==> src/logic/sysclk_consts.svh <==
// Purpose: constants for boot sequencing and system clock control
// Assumes: one 125 MHz clock domain
// Notes: slow rc and fast rc arrive as sampled levels
`ifndef SYSCLK_CONSTS_SVH
`define SYSCLK_CONSTS_SVH
`define BOOT_FAST_CYCLES 12'd47
`define BOOT_NORMAL_CYCLES 12'd2945
`define RESET_ENTRY_ADDR 11'h001
`define SYSTEM_ADDR 11'h000
`define IRQ_ENTRY_ADDR 11'h010
`define XTAL_EN_BIT 7
`define XTAL_DRIVE_HI 6
`define XTAL_DRIVE_LO 5
`define FAST_EN_BIT 4
`define SLOW_EN_BIT 2
`define MODE_FAST_DIV2 8'h34
`define MODE_FAST_DIV4 8'h14
`define MODE_FAST_DIV8 8'h3c
`define MODE_FAST_DIV16 8'h1c
`define MODE_FAST_DIV32 8'h7c
`define MODE_SLOW 8'he4
`define MODE_BOOT_FAST64 8'h94
`define MODE_BOOT_SLOW 8'hf4
`define TRIM_RESET 8'h80
`define XTAL_RESET 8'h00
`endif

==> src/logic/sysclk_pkg.sv <==
// Purpose: types for boot sequencing and system clock control
// Assumes: constants live in sysclk_consts.svh
// Notes: none
package sysclk_pkg;
	typedef enum logic [1:0] {
		BOOT_WAIT = 2'b00,
		BOOT_CFG = 2'b01,
		BOOT_RUN = 2'b11
	} boot_e;
	typedef enum logic [2:0] {
		SRC_SLOW = 3'd0,
		SRC_XTAL = 3'd1,
		SRC_FAST = 3'd2,
		SRC_NONE = 3'd3
	} src_e;
	typedef struct packed {
		logic xtalEn;
		logic [1:0] xtalDrive;
		logic fastEn;
		logic slowEn;
		logic [7:0] fastTrim;
	} osc_s;
endpackage

==> src/logic/clock_divider.sv <==
// Purpose: glitch-free clock-enable divider and source switch
// Assumes: source edges arrive as one-cycle pulses on the core clock
// Notes: ratio or source changes wait for a period boundary, except when leaving SRC_NONE, which takes them at once
`timescale 1ns/1ps
`default_nettype none
module clock_divider (
	input wire logic clock, // core clock
	input wire logic rstN, // synchronised reset
	input wire logic [2:0] srcSel, // requested source
	input wire logic [6:0] ratio, // divide ratio minus one
	input wire logic slowTick, // slow rc edge
	input wire logic fastTick, // fast rc edge
	input wire logic xtalTick, // crystal edge
	output logic sysTick // one tick per system clock period
);
	typedef struct packed {
		logic [2:0] src;
		logic [6:0] ratio;
		logic [6:0] cnt;
		logic tick;
		logic align;
	} st_s;
	st_s st_r, st_nxt;
	logic inTick;
	always_comb begin
		unique case (st_r.src)
			3'd0: inTick = slowTick;
			3'd1: inTick = xtalTick;
			3'd2: inTick = fastTick;
			default: inTick = 1'b0;
		endcase
		st_nxt = st_r;
		st_nxt.tick = 1'b0;
		if (inTick) begin
			if (st_r.align) begin
				// first edge of a new source only restarts the count
				st_nxt.align = 1'b0;
				st_nxt.cnt = 7'h00;
			end else if (st_r.cnt >= st_r.ratio) begin
				st_nxt.cnt = 7'h00;
				st_nxt.tick = 1'b1;
				// switch only at a boundary: no short period
				st_nxt.src = srcSel;
				st_nxt.ratio = ratio;
				st_nxt.align = (srcSel != st_r.src);
			end else begin
				st_nxt.cnt = st_r.cnt + 7'h01;
			end
		end
		if (st_r.src == 3'd3) begin
			st_nxt.src = srcSel;
			st_nxt.ratio = ratio;
		end
	end
	always_ff @(posedge clock or negedge rstN) begin
		if (!rstN) begin
			st_r <= '0;
		end else begin
			st_r <= st_nxt;
		end
	end
	assign sysTick = st_r.tick;
	chk_count_bound: assert property (@(posedge clock) disable iff (!rstN)
		st_r.cnt <= st_r.ratio)
		else $error("divider count beyond ratio");
endmodule // clock_divider
`default_nettype wire

==> src/logic/system_clock_boot_control.sv <==
// Purpose: power-on boot delay, entry vectors, oscillator enables, clock mode
// Assumes: oscillator outputs are asynchronous levels, synced here
// Notes: control bits are plain ports written by the core
`timescale 1ns/1ps
`default_nettype none
`include "sysclk_consts.svh"
// Notes on behaviour
// - core held in reset 47 slow cycles fast boot, 2945 normal boot.
// - after reset, fetch starts at 0x001; 0x000 is reserved.
// - a taken interrupt redirects fetch to 0x10.
// - crystal enabled by bit 7; fast rc bit 4, slow rc bit 2.
// - after boot slow rc runs; fast rc runs unless a calibrated mode clears bit 4.
// - fast rc frequency is set by a trim register.
// - mode 34h, 14h, 3Ch give fast rc over 2, 4, 8.
// - mode 1Ch, 7Ch give fast rc over 16, 32; E4h gives slow rc.
// - without calibration, mode and trim keep their boot defaults.
// - calibrated boot: watchdog off, slow rc on, port a bit five input.
// - uncalibrated boot: slow rc or fast rc over 64, watchdog on.
// - mode write switches source at the next period boundary; oscillator enables follow the new mode at once.
// - crystal bits 6:5 select low, middle or high drive.
module system_clock_boot_control (
	input wire logic clock, // 125 MHz core clock
	input wire logic rst_n, // power-on reset, active low
	input wire logic slowRcIn, // slow_rc_oscillator output
	input wire logic fastRcIn, // fast_rc_oscillator output
	input wire logic xtalIn, // crystal_oscillator output
	input wire logic fastBoot, // boot time option: fast
	input wire logic trimDirective, // trim_directive applied at boot
	input wire logic [7:0] trimMode, // mode chosen by trim_directive
	input wire logic [7:0] trimValue, // calibrated trim value
	input wire logic bootSlowClk, // uncalibrated boot uses slow rc
	input wire logic modeWr, // write strobe, clock mode
	input wire logic xtalWr, // write strobe, crystal control
	input wire logic trimWr, // write strobe, fast rc trim
	input wire logic [7:0] wrData, // write data
	input wire logic irqTake, // interrupt taken this cycle
	output logic coreRstN, // core reset, active low
	output logic fetchLoad, // load fetch address pulse
	output logic [10:0] fetchAddr, // fetch address
	output logic [7:0] clockMode, // clock-mode register
	output logic [7:0] xtalCtrl, // crystal control register
	output var sysclk_pkg::osc_s osc, // oscillator controls
	output logic watchdogEn, // watchdog enable
	output logic portABitFiveIn, // port_a_bit_five input mode
	output logic sysTick // system clock enable tick
);
	typedef struct packed {
		logic [1:0] rst;
		logic [1:0] slowS;
		logic [1:0] fastS;
		logic [1:0] xtalS;
		logic slowD;
		logic fastD;
		logic xtalD;
		sysclk_pkg::boot_e boot;
		logic [11:0] cnt;
		logic [7:0] mode;
		logic [7:0] xtal;
		logic [7:0] trim;
		logic wdt;
		logic load;
		logic [10:0] addr;
	} st_s;
	st_s st_r, st_nxt;
	logic rstSync;
	logic slowTick, fastTick, xtalTick;
	logic [2:0] srcSel;
	logic [6:0] ratio;

	// map a clock-mode value to source and ratio minus one
	function automatic logic [9:0] decode(input logic [7:0] m);
		unique case (m)
			`MODE_FAST_DIV2: decode = {3'd2, 7'd1};
			`MODE_FAST_DIV4: decode = {3'd2, 7'd3};
			`MODE_FAST_DIV8: decode = {3'd2, 7'd7};
			`MODE_FAST_DIV16: decode = {3'd2, 7'd15};
			`MODE_FAST_DIV32: decode = {3'd2, 7'd31};
			`MODE_SLOW, `MODE_BOOT_SLOW: decode = {3'd0, 7'd0};
			`MODE_BOOT_FAST64: decode = {3'd2, 7'd63};
			default: decode = {3'd1, 7'd0};
		endcase
	endfunction

	assign rstSync = st_r.rst[1];
	assign slowTick = st_r.slowS[1] & ~st_r.slowD;
	assign fastTick = st_r.fastS[1] & ~st_r.fastD;
	assign xtalTick = st_r.xtalS[1] & ~st_r.xtalD;
	assign {srcSel, ratio} = decode(st_r.mode);

	always_comb begin
		st_nxt = st_r;
		st_nxt.rst = {st_r.rst[0], 1'b1};
		st_nxt.slowS = {st_r.slowS[0], slowRcIn};
		st_nxt.fastS = {st_r.fastS[0], fastRcIn};
		st_nxt.xtalS = {st_r.xtalS[0], xtalIn};
		st_nxt.slowD = st_r.slowS[1];
		st_nxt.fastD = st_r.fastS[1];
		st_nxt.xtalD = st_r.xtalS[1];
		st_nxt.load = 1'b0;
		unique case (st_r.boot)
			sysclk_pkg::BOOT_WAIT: begin
				if (slowTick) begin
					st_nxt.cnt = st_r.cnt + 12'h001;
				end
				if (st_r.cnt >= (fastBoot ? `BOOT_FAST_CYCLES
						: `BOOT_NORMAL_CYCLES)) begin
					st_nxt.boot = sysclk_pkg::BOOT_CFG;
				end
			end
			sysclk_pkg::BOOT_CFG: begin
				if (trimDirective) begin
					st_nxt.mode = trimMode;
					st_nxt.trim = trimValue;
					st_nxt.wdt = 1'b0;
					st_nxt.mode[`SLOW_EN_BIT] = 1'b1;
				end else begin
					st_nxt.mode = bootSlowClk ? `MODE_BOOT_SLOW
						: `MODE_BOOT_FAST64;
					st_nxt.wdt = 1'b1;
				end
				st_nxt.load = 1'b1;
				st_nxt.addr = `RESET_ENTRY_ADDR;
				st_nxt.boot = sysclk_pkg::BOOT_RUN;
			end
			sysclk_pkg::BOOT_RUN: begin
				if (modeWr) begin
					st_nxt.mode = wrData;
				end
				if (xtalWr) begin
					st_nxt.xtal = wrData;
				end
				if (trimWr) begin
					st_nxt.trim = wrData;
				end
				if (irqTake) begin
					st_nxt.load = 1'b1;
					st_nxt.addr = `IRQ_ENTRY_ADDR;
				end
			end
			default: st_nxt.boot = sysclk_pkg::BOOT_WAIT;
		endcase
	end

	always_ff @(posedge clock or negedge rst_n) begin
		if (!rst_n) begin
			st_r <= '0;
			st_r.boot <= sysclk_pkg::BOOT_WAIT;
			st_r.mode <= `MODE_BOOT_SLOW;
			st_r.trim <= `TRIM_RESET;
			st_r.xtal <= `XTAL_RESET;
			st_r.addr <= `SYSTEM_ADDR;
			st_r.wdt <= 1'b1;
		end else begin
			st_r <= st_nxt;
		end
	end

	clock_divider divider (
		.clock(clock),
		.rstN(rstSync),
		.srcSel(srcSel),
		.ratio(ratio),
		.slowTick(slowTick),
		.fastTick(fastTick),
		.xtalTick(xtalTick),
		.sysTick(sysTick)
	);

	assign coreRstN = (st_r.boot == sysclk_pkg::BOOT_RUN);
	assign fetchLoad = st_r.load;
	assign fetchAddr = st_r.addr;
	assign clockMode = st_r.mode;
	assign xtalCtrl = st_r.xtal;
	assign osc = {
		st_r.xtal[`XTAL_EN_BIT],
		st_r.xtal[`XTAL_DRIVE_HI:`XTAL_DRIVE_LO],
		st_r.mode[`FAST_EN_BIT],
		st_r.mode[`SLOW_EN_BIT],
		st_r.trim
	};
	assign watchdogEn = st_r.wdt;
	assign portABitFiveIn = 1'b1;

	chk_entry_addr: assert property (@(posedge clock) disable iff (!rst_n)
		$rose(coreRstN) |-> fetchLoad && fetchAddr == 11'h001)
		else $error("reset entry not 0x001");
	chk_irq_vector: assert property (@(posedge clock) disable iff (!rst_n)
		coreRstN && irqTake |=> fetchLoad && fetchAddr == 11'h010)
		else $error("interrupt entry not 0x10");
	chk_boot_fast: assert property (@(posedge clock) disable iff (!rst_n)
		$rose(coreRstN) && fastBoot |-> st_r.cnt >= 12'd47)
		else $error("fast boot released early");
	chk_boot_normal: assert property (@(posedge clock) disable iff (!rst_n)
		$rose(coreRstN) && !fastBoot |-> st_r.cnt >= 12'd2945)
		else $error("normal boot released early");
	chk_boot_osc: assert property (@(posedge clock) disable iff (!rst_n)
		$rose(coreRstN) && !trimDirective |-> osc.slowEn)
		else $error("slow rc off after boot");
	chk_cal_wdt: assert property (@(posedge clock) disable iff (!rst_n)
		$rose(coreRstN) |-> watchdogEn == !$past(trimDirective))
		else $error("watchdog state wrong after boot");
	chk_mode_write: assert property (@(posedge clock) disable iff (!rst_n)
		coreRstN && modeWr |=> clockMode == $past(wrData))
		else $error("clock mode write lost");
	chk_drive_bits: assert property (@(posedge clock) disable iff (!rst_n)
		coreRstN && xtalWr |=> osc.xtalDrive == $past(wrData[6:5]))
		else $error("crystal drive wrong");
	chk_trim_write: assert property (@(posedge clock) disable iff (!rst_n)
		coreRstN && trimWr |=> osc.fastTrim == $past(wrData))
		else $error("trim write lost");
	cov_fast_boot: cover property (@(posedge clock) $rose(coreRstN) && fastBoot);
	cov_cal_boot: cover property (@(posedge clock)
		$rose(coreRstN) && trimDirective);
	cov_irq: cover property (@(posedge clock) fetchLoad && fetchAddr == 11'h010);
	cov_switch: cover property (@(posedge clock) modeWr && wrData == 8'h34);
endmodule // system_clock_boot_control
`default_nettype wire

==> config.mk <==
export PLATFORM = sky130hd
export DESIGN_NAME = system_clock_boot_control
export DESIGN_NICKNAME = d
export VERILOG_FILES = /design/src/logic/sysclk_pkg.sv /design/src/logic/clock_divider.sv /design/src/logic/system_clock_boot_control.sv
export VERILOG_INCLUDE_DIRS = /design/src /design/src/logic
export SDC_FILE = /design/constraint.sdc
export NUM_CORES = 1
export LEC_CHECK = 0
export CORE_ASPECT_RATIO = 0.8
export CORE_MARGIN = 2
export CORE_UTILIZATION = 63
export CTS_CLUSTER_DIAMETER = 80
export CTS_CLUSTER_SIZE = 10
export DETAILED_ROUTE_END_ITERATION = 8
export DONT_BUFFER_PORTS = 1
export GPL_TIMING_DRIVEN = 0
export PLACE_DENSITY = 0.79
export SLEW_MARGIN = 20
export SYNTH_ARGS = -nofsm -noshare
export SYNTH_HDL_FRONTEND = slang
export SYNTH_SLANG_ARGS = --single-unit
==> constraint.sdc <==
create_clock -name clock -period 1 [get_ports clock]
set_input_delay 0.05 -clock clock [delete_from_list [all_inputs] [get_ports clock]]
set_output_delay 0.05 -clock clock [all_outputs]
set_load 0.01 [all_outputs]
==> results.sh <==
export IMPL_status="complete, but fails checks"
export IMPL_violations="negative hold slack, negative setup slack"
export IMPL_wl_per_cell_um=20.8
export IMPL_syn_area_um2=3750
export IMPL_clk_latency_ns=0.35
export IMPL_finalHoldWorstSlack_ns=-0.612
export IMPL_worstMarginPinSlew_ns=0.765
export IMPL_setup_viol=70
export IMPL_cts_path_max_buffers=2
export IMPL_ir_drop_mv=1.54
export IMPL_drt_iter0_drc=265
export IMPL_drv_slew=0
export IMPL_initial_core_util=0.645
export IMPL_vias_per_cell=5.91
export IMPL_rows=25
export IMPL_synthTopCellsByArea="dfrtp_1 (41%), buf_4 (8.2%), ha_1 (6.7%), dfstp_2 (4.9%), o21ai_0 (4.0%)"
export IMPL_cts_sinks=69
export IMPL_die_h_um=73.0
export IMPL_leakagePower_uw=0.00253
export IMPL_maxCapViolations=0
export IMPL_synth_edf_count=0
export IMPL_clkTransAtPathRegs_ns=0.08
export IMPL_clock_skew_ns=0.00937
export IMPL_critPathRequiredTime_ns=1.26
export IMPL_ys_ff_latch=69
export IMPL_post_route_min_period_ns=2.12
export IMPL_yosysMostFrequentCell="dfrtp_1"
export IMPL_postSynthCellCount=357
export IMPL_cts_tree="built"
export IMPL_clock_fmax_ghz=0.472
export IMPL_ff_latch_area_um2=1740
export IMPL_start_kind="flip-flop"
export IMPL_worst_slack_ns=-1.12
export IMPL_synth_main_ff_cell="dfrtp_1"
export IMPL_path_class="flip-flop to flip-flop"
export IMPL_slew_headroom=0.490
export IMPL_ys_warn_count=0
export IMPL_crit_fanout=5
export IMPL_final_nets=492
export IMPL_grt_overflow_total=0
export IMPL_grt_pass1_wl_um=14700
export IMPL_endpoint_kind="flip-flop"
export IMPL_final_cell_area_um2=5190
export IMPL_routed_wl_um=10900
export IMPL_drive_gt1_frac=0.467
export IMPL_grt_pass1_vias=2980
export IMPL_synthArstFlopShare=1.00
export IMPL_arrival_ns=2.38
export IMPL_hp_class="input pin to asynchronous set/reset pin"
export IMPL_grt_max_degree=54
export IMPL_port_buffers=0
export IMPL_dpl_cell_area_um2=4070
export IMPL_fin_crit_sh=2.12
export IMPL_track_usage=0.293
export IMPL_worstReg2RegStart="divider.st_r[13]$_DFFE_PN0P_"
export IMPL_n_fill_cell=240
export IMPL_power_density_nw_per_um2=2920
export IMPL_post_dp_hpwl_um=5180
export IMPL_antenna_found_initial=1
export IMPL_avgSynthCellArea_um2=10.5
export IMPL_gp_congestion=0.798
export IMPL_synth_cell_types=51
export IMPL_cts_root_buf="clkbuf_8"
export IMPL_core_area_um2=5820
export IMPL_synth_top_cells_by_count="dfrtp_1 (62), buf_4 (41), nand2_1 (39)"
export IMPL_place_ws_ns=-1.15
export IMPL_yosysTopAreaCell="dfrtp_1"
export IMPL_io_pin_count=81
export IMPL_antenna_left=0
export IMPL_num_vias=3093
export IMPL_multi_input_area_um2=2110
export IMPL_hold_viol=53
export IMPL_hold_buffers=26
export IMPL_route_detailed_drc=0
export IMPL_area_delta_synth_final_pct=38.4
export IMPL_dieArea_um2=6590
export IMPL_rsz0062_at_grt="yes"
export IMPL_die_width_um=90.3
export IMPL_synth_top_area_share=0.413
export IMPL_ys_seq_area_frac=0.462
export IMPL_drtPass1Iterations=5
export IMPL_cts_max_level=3
export IMPL_startpoint="divider.st_r[13]$_DFFE_PN0P_"
export IMPL_cts_inserted_buffers=9
-- cell type report --
class	count	share of cell area
clock inverter	2	0.00193
buffer	49	0.0819
timing repair buffer	61	0.111
multi-input combinational	232	0.407
inverter	14	0.0120
antenna	1	0.000482
sequential	69	0.336
clock buffer	14	0.0313
tap	81	0.0195
-- layout by cell type (no fill, tap or decap), types with 10 or more instances in the layout --
cell type / count
dfrtp_1: 56
buf_4: 55
dlygate4sd3_1: 26
buf_6: 20
o21ai_2: 19
ha_1: 19
nand2_1: 16
clkbuf_8: 13
mux2_4: 13
nand2_4: 12
inv_1: 11
conb_1: 11
mux2i_1: 10
-- path summary, 6_finish.rpt --
kind	endpoint	slack (ns)	cells after the start
setup / recovery	divider.st_r[10]$_DFFE_PN0P_	-1.12	8
hold / removal	osc[4]$_DFFE_PN0P_	-0.61	0
setup reg to reg	divider.st_r[10]$_DFFE_PN0P_	-1.12	8
hold reg to reg	divider.st_r[2]$_DFFE_PN0P_	0.29	0
max in group asynchronous	divider.st_r[9]$_DFFE_PN0P_	0.23	0
min in group clock	clockMode[1]$_DFFE_PN0P_	0.05	3
-- layer usage --
layer | up-vias | part of all wire | track usage
met2 | 174 | 0.51 | 0.490
met4 | 0 | 0.055 | 0.168
met5 | - | 0 | 0
met3 | 60 | 0.073 | 0.0775
met1 | 1515 | 0.37 | 0.352
li1 | 1344 | - | -
-- metrics by stage --
stage                     std cells  power, uW  TNS [ns]  hold slack, ns   util
final                           523      15100    -32.48          -0.612  0.893
after global placement          447       9670    -26.01          -0.245  0.700
after floorplan                 366       8960    -21.13          -0.246      -
after global routing            523      15900    -35.51          -0.629  0.893
after CTS                       514      13400    -32.49          -0.621  0.838
after detailed placement        447       9910    -27.57          -0.245  0.700
-- logic make-up after synthesis --
logic type / Yosys count / share of synthesized area
other: 2 / 0.00200
buffers and inverters: 65 / 0.112
AOI/OAI and AO/OA: 69 / 0.115
xor gates and xnor gates: 11 / 0.0257
and+or+nand+nor: 97 / 0.145
DFF: 69 / 0.462
muxes: 24 / 0.0714
adders and majority gates: 20 / 0.0667
-- worst max-delay path: stages (launching register included) --
cell and delay [ns]:
dfrtp_1 0.36, inv_1 0.05, ha_1 0.31, a21o_1 0.18, a211o_1 0.30, a21o_1 0.20
a21oi_4 0.27, buf_6 0.16, mux2i_1 0.20
-- power by group --
group          total [uW]  switching (uW)  leakage (uW)  internal, uW
clock                2080            1050     0.0000905          1030
sequential           4930            1120      0.000853          3810
combinational        8130            4000       0.00159          4140
total               15100            6170       0.00253          8980
-- state kept, by name (all words and copies together) (netlist names), 2 cells and up --
signal	flops
clockMode	8
xtalCtrl	8
st_nxt	7
osc	8
fetchAddr	2
st_r	17
divider.st_r	15
-- timing repair --
item	4_1_cts	5_1_grt
setup endpoints to repair	63	70
setup buffers	25	13
cloned	2	0
hold endpoints to repair	83	53
resized for setup	53	72
pin swaps	21	15
Note: power is estimated with default switching activity, not from simulation.
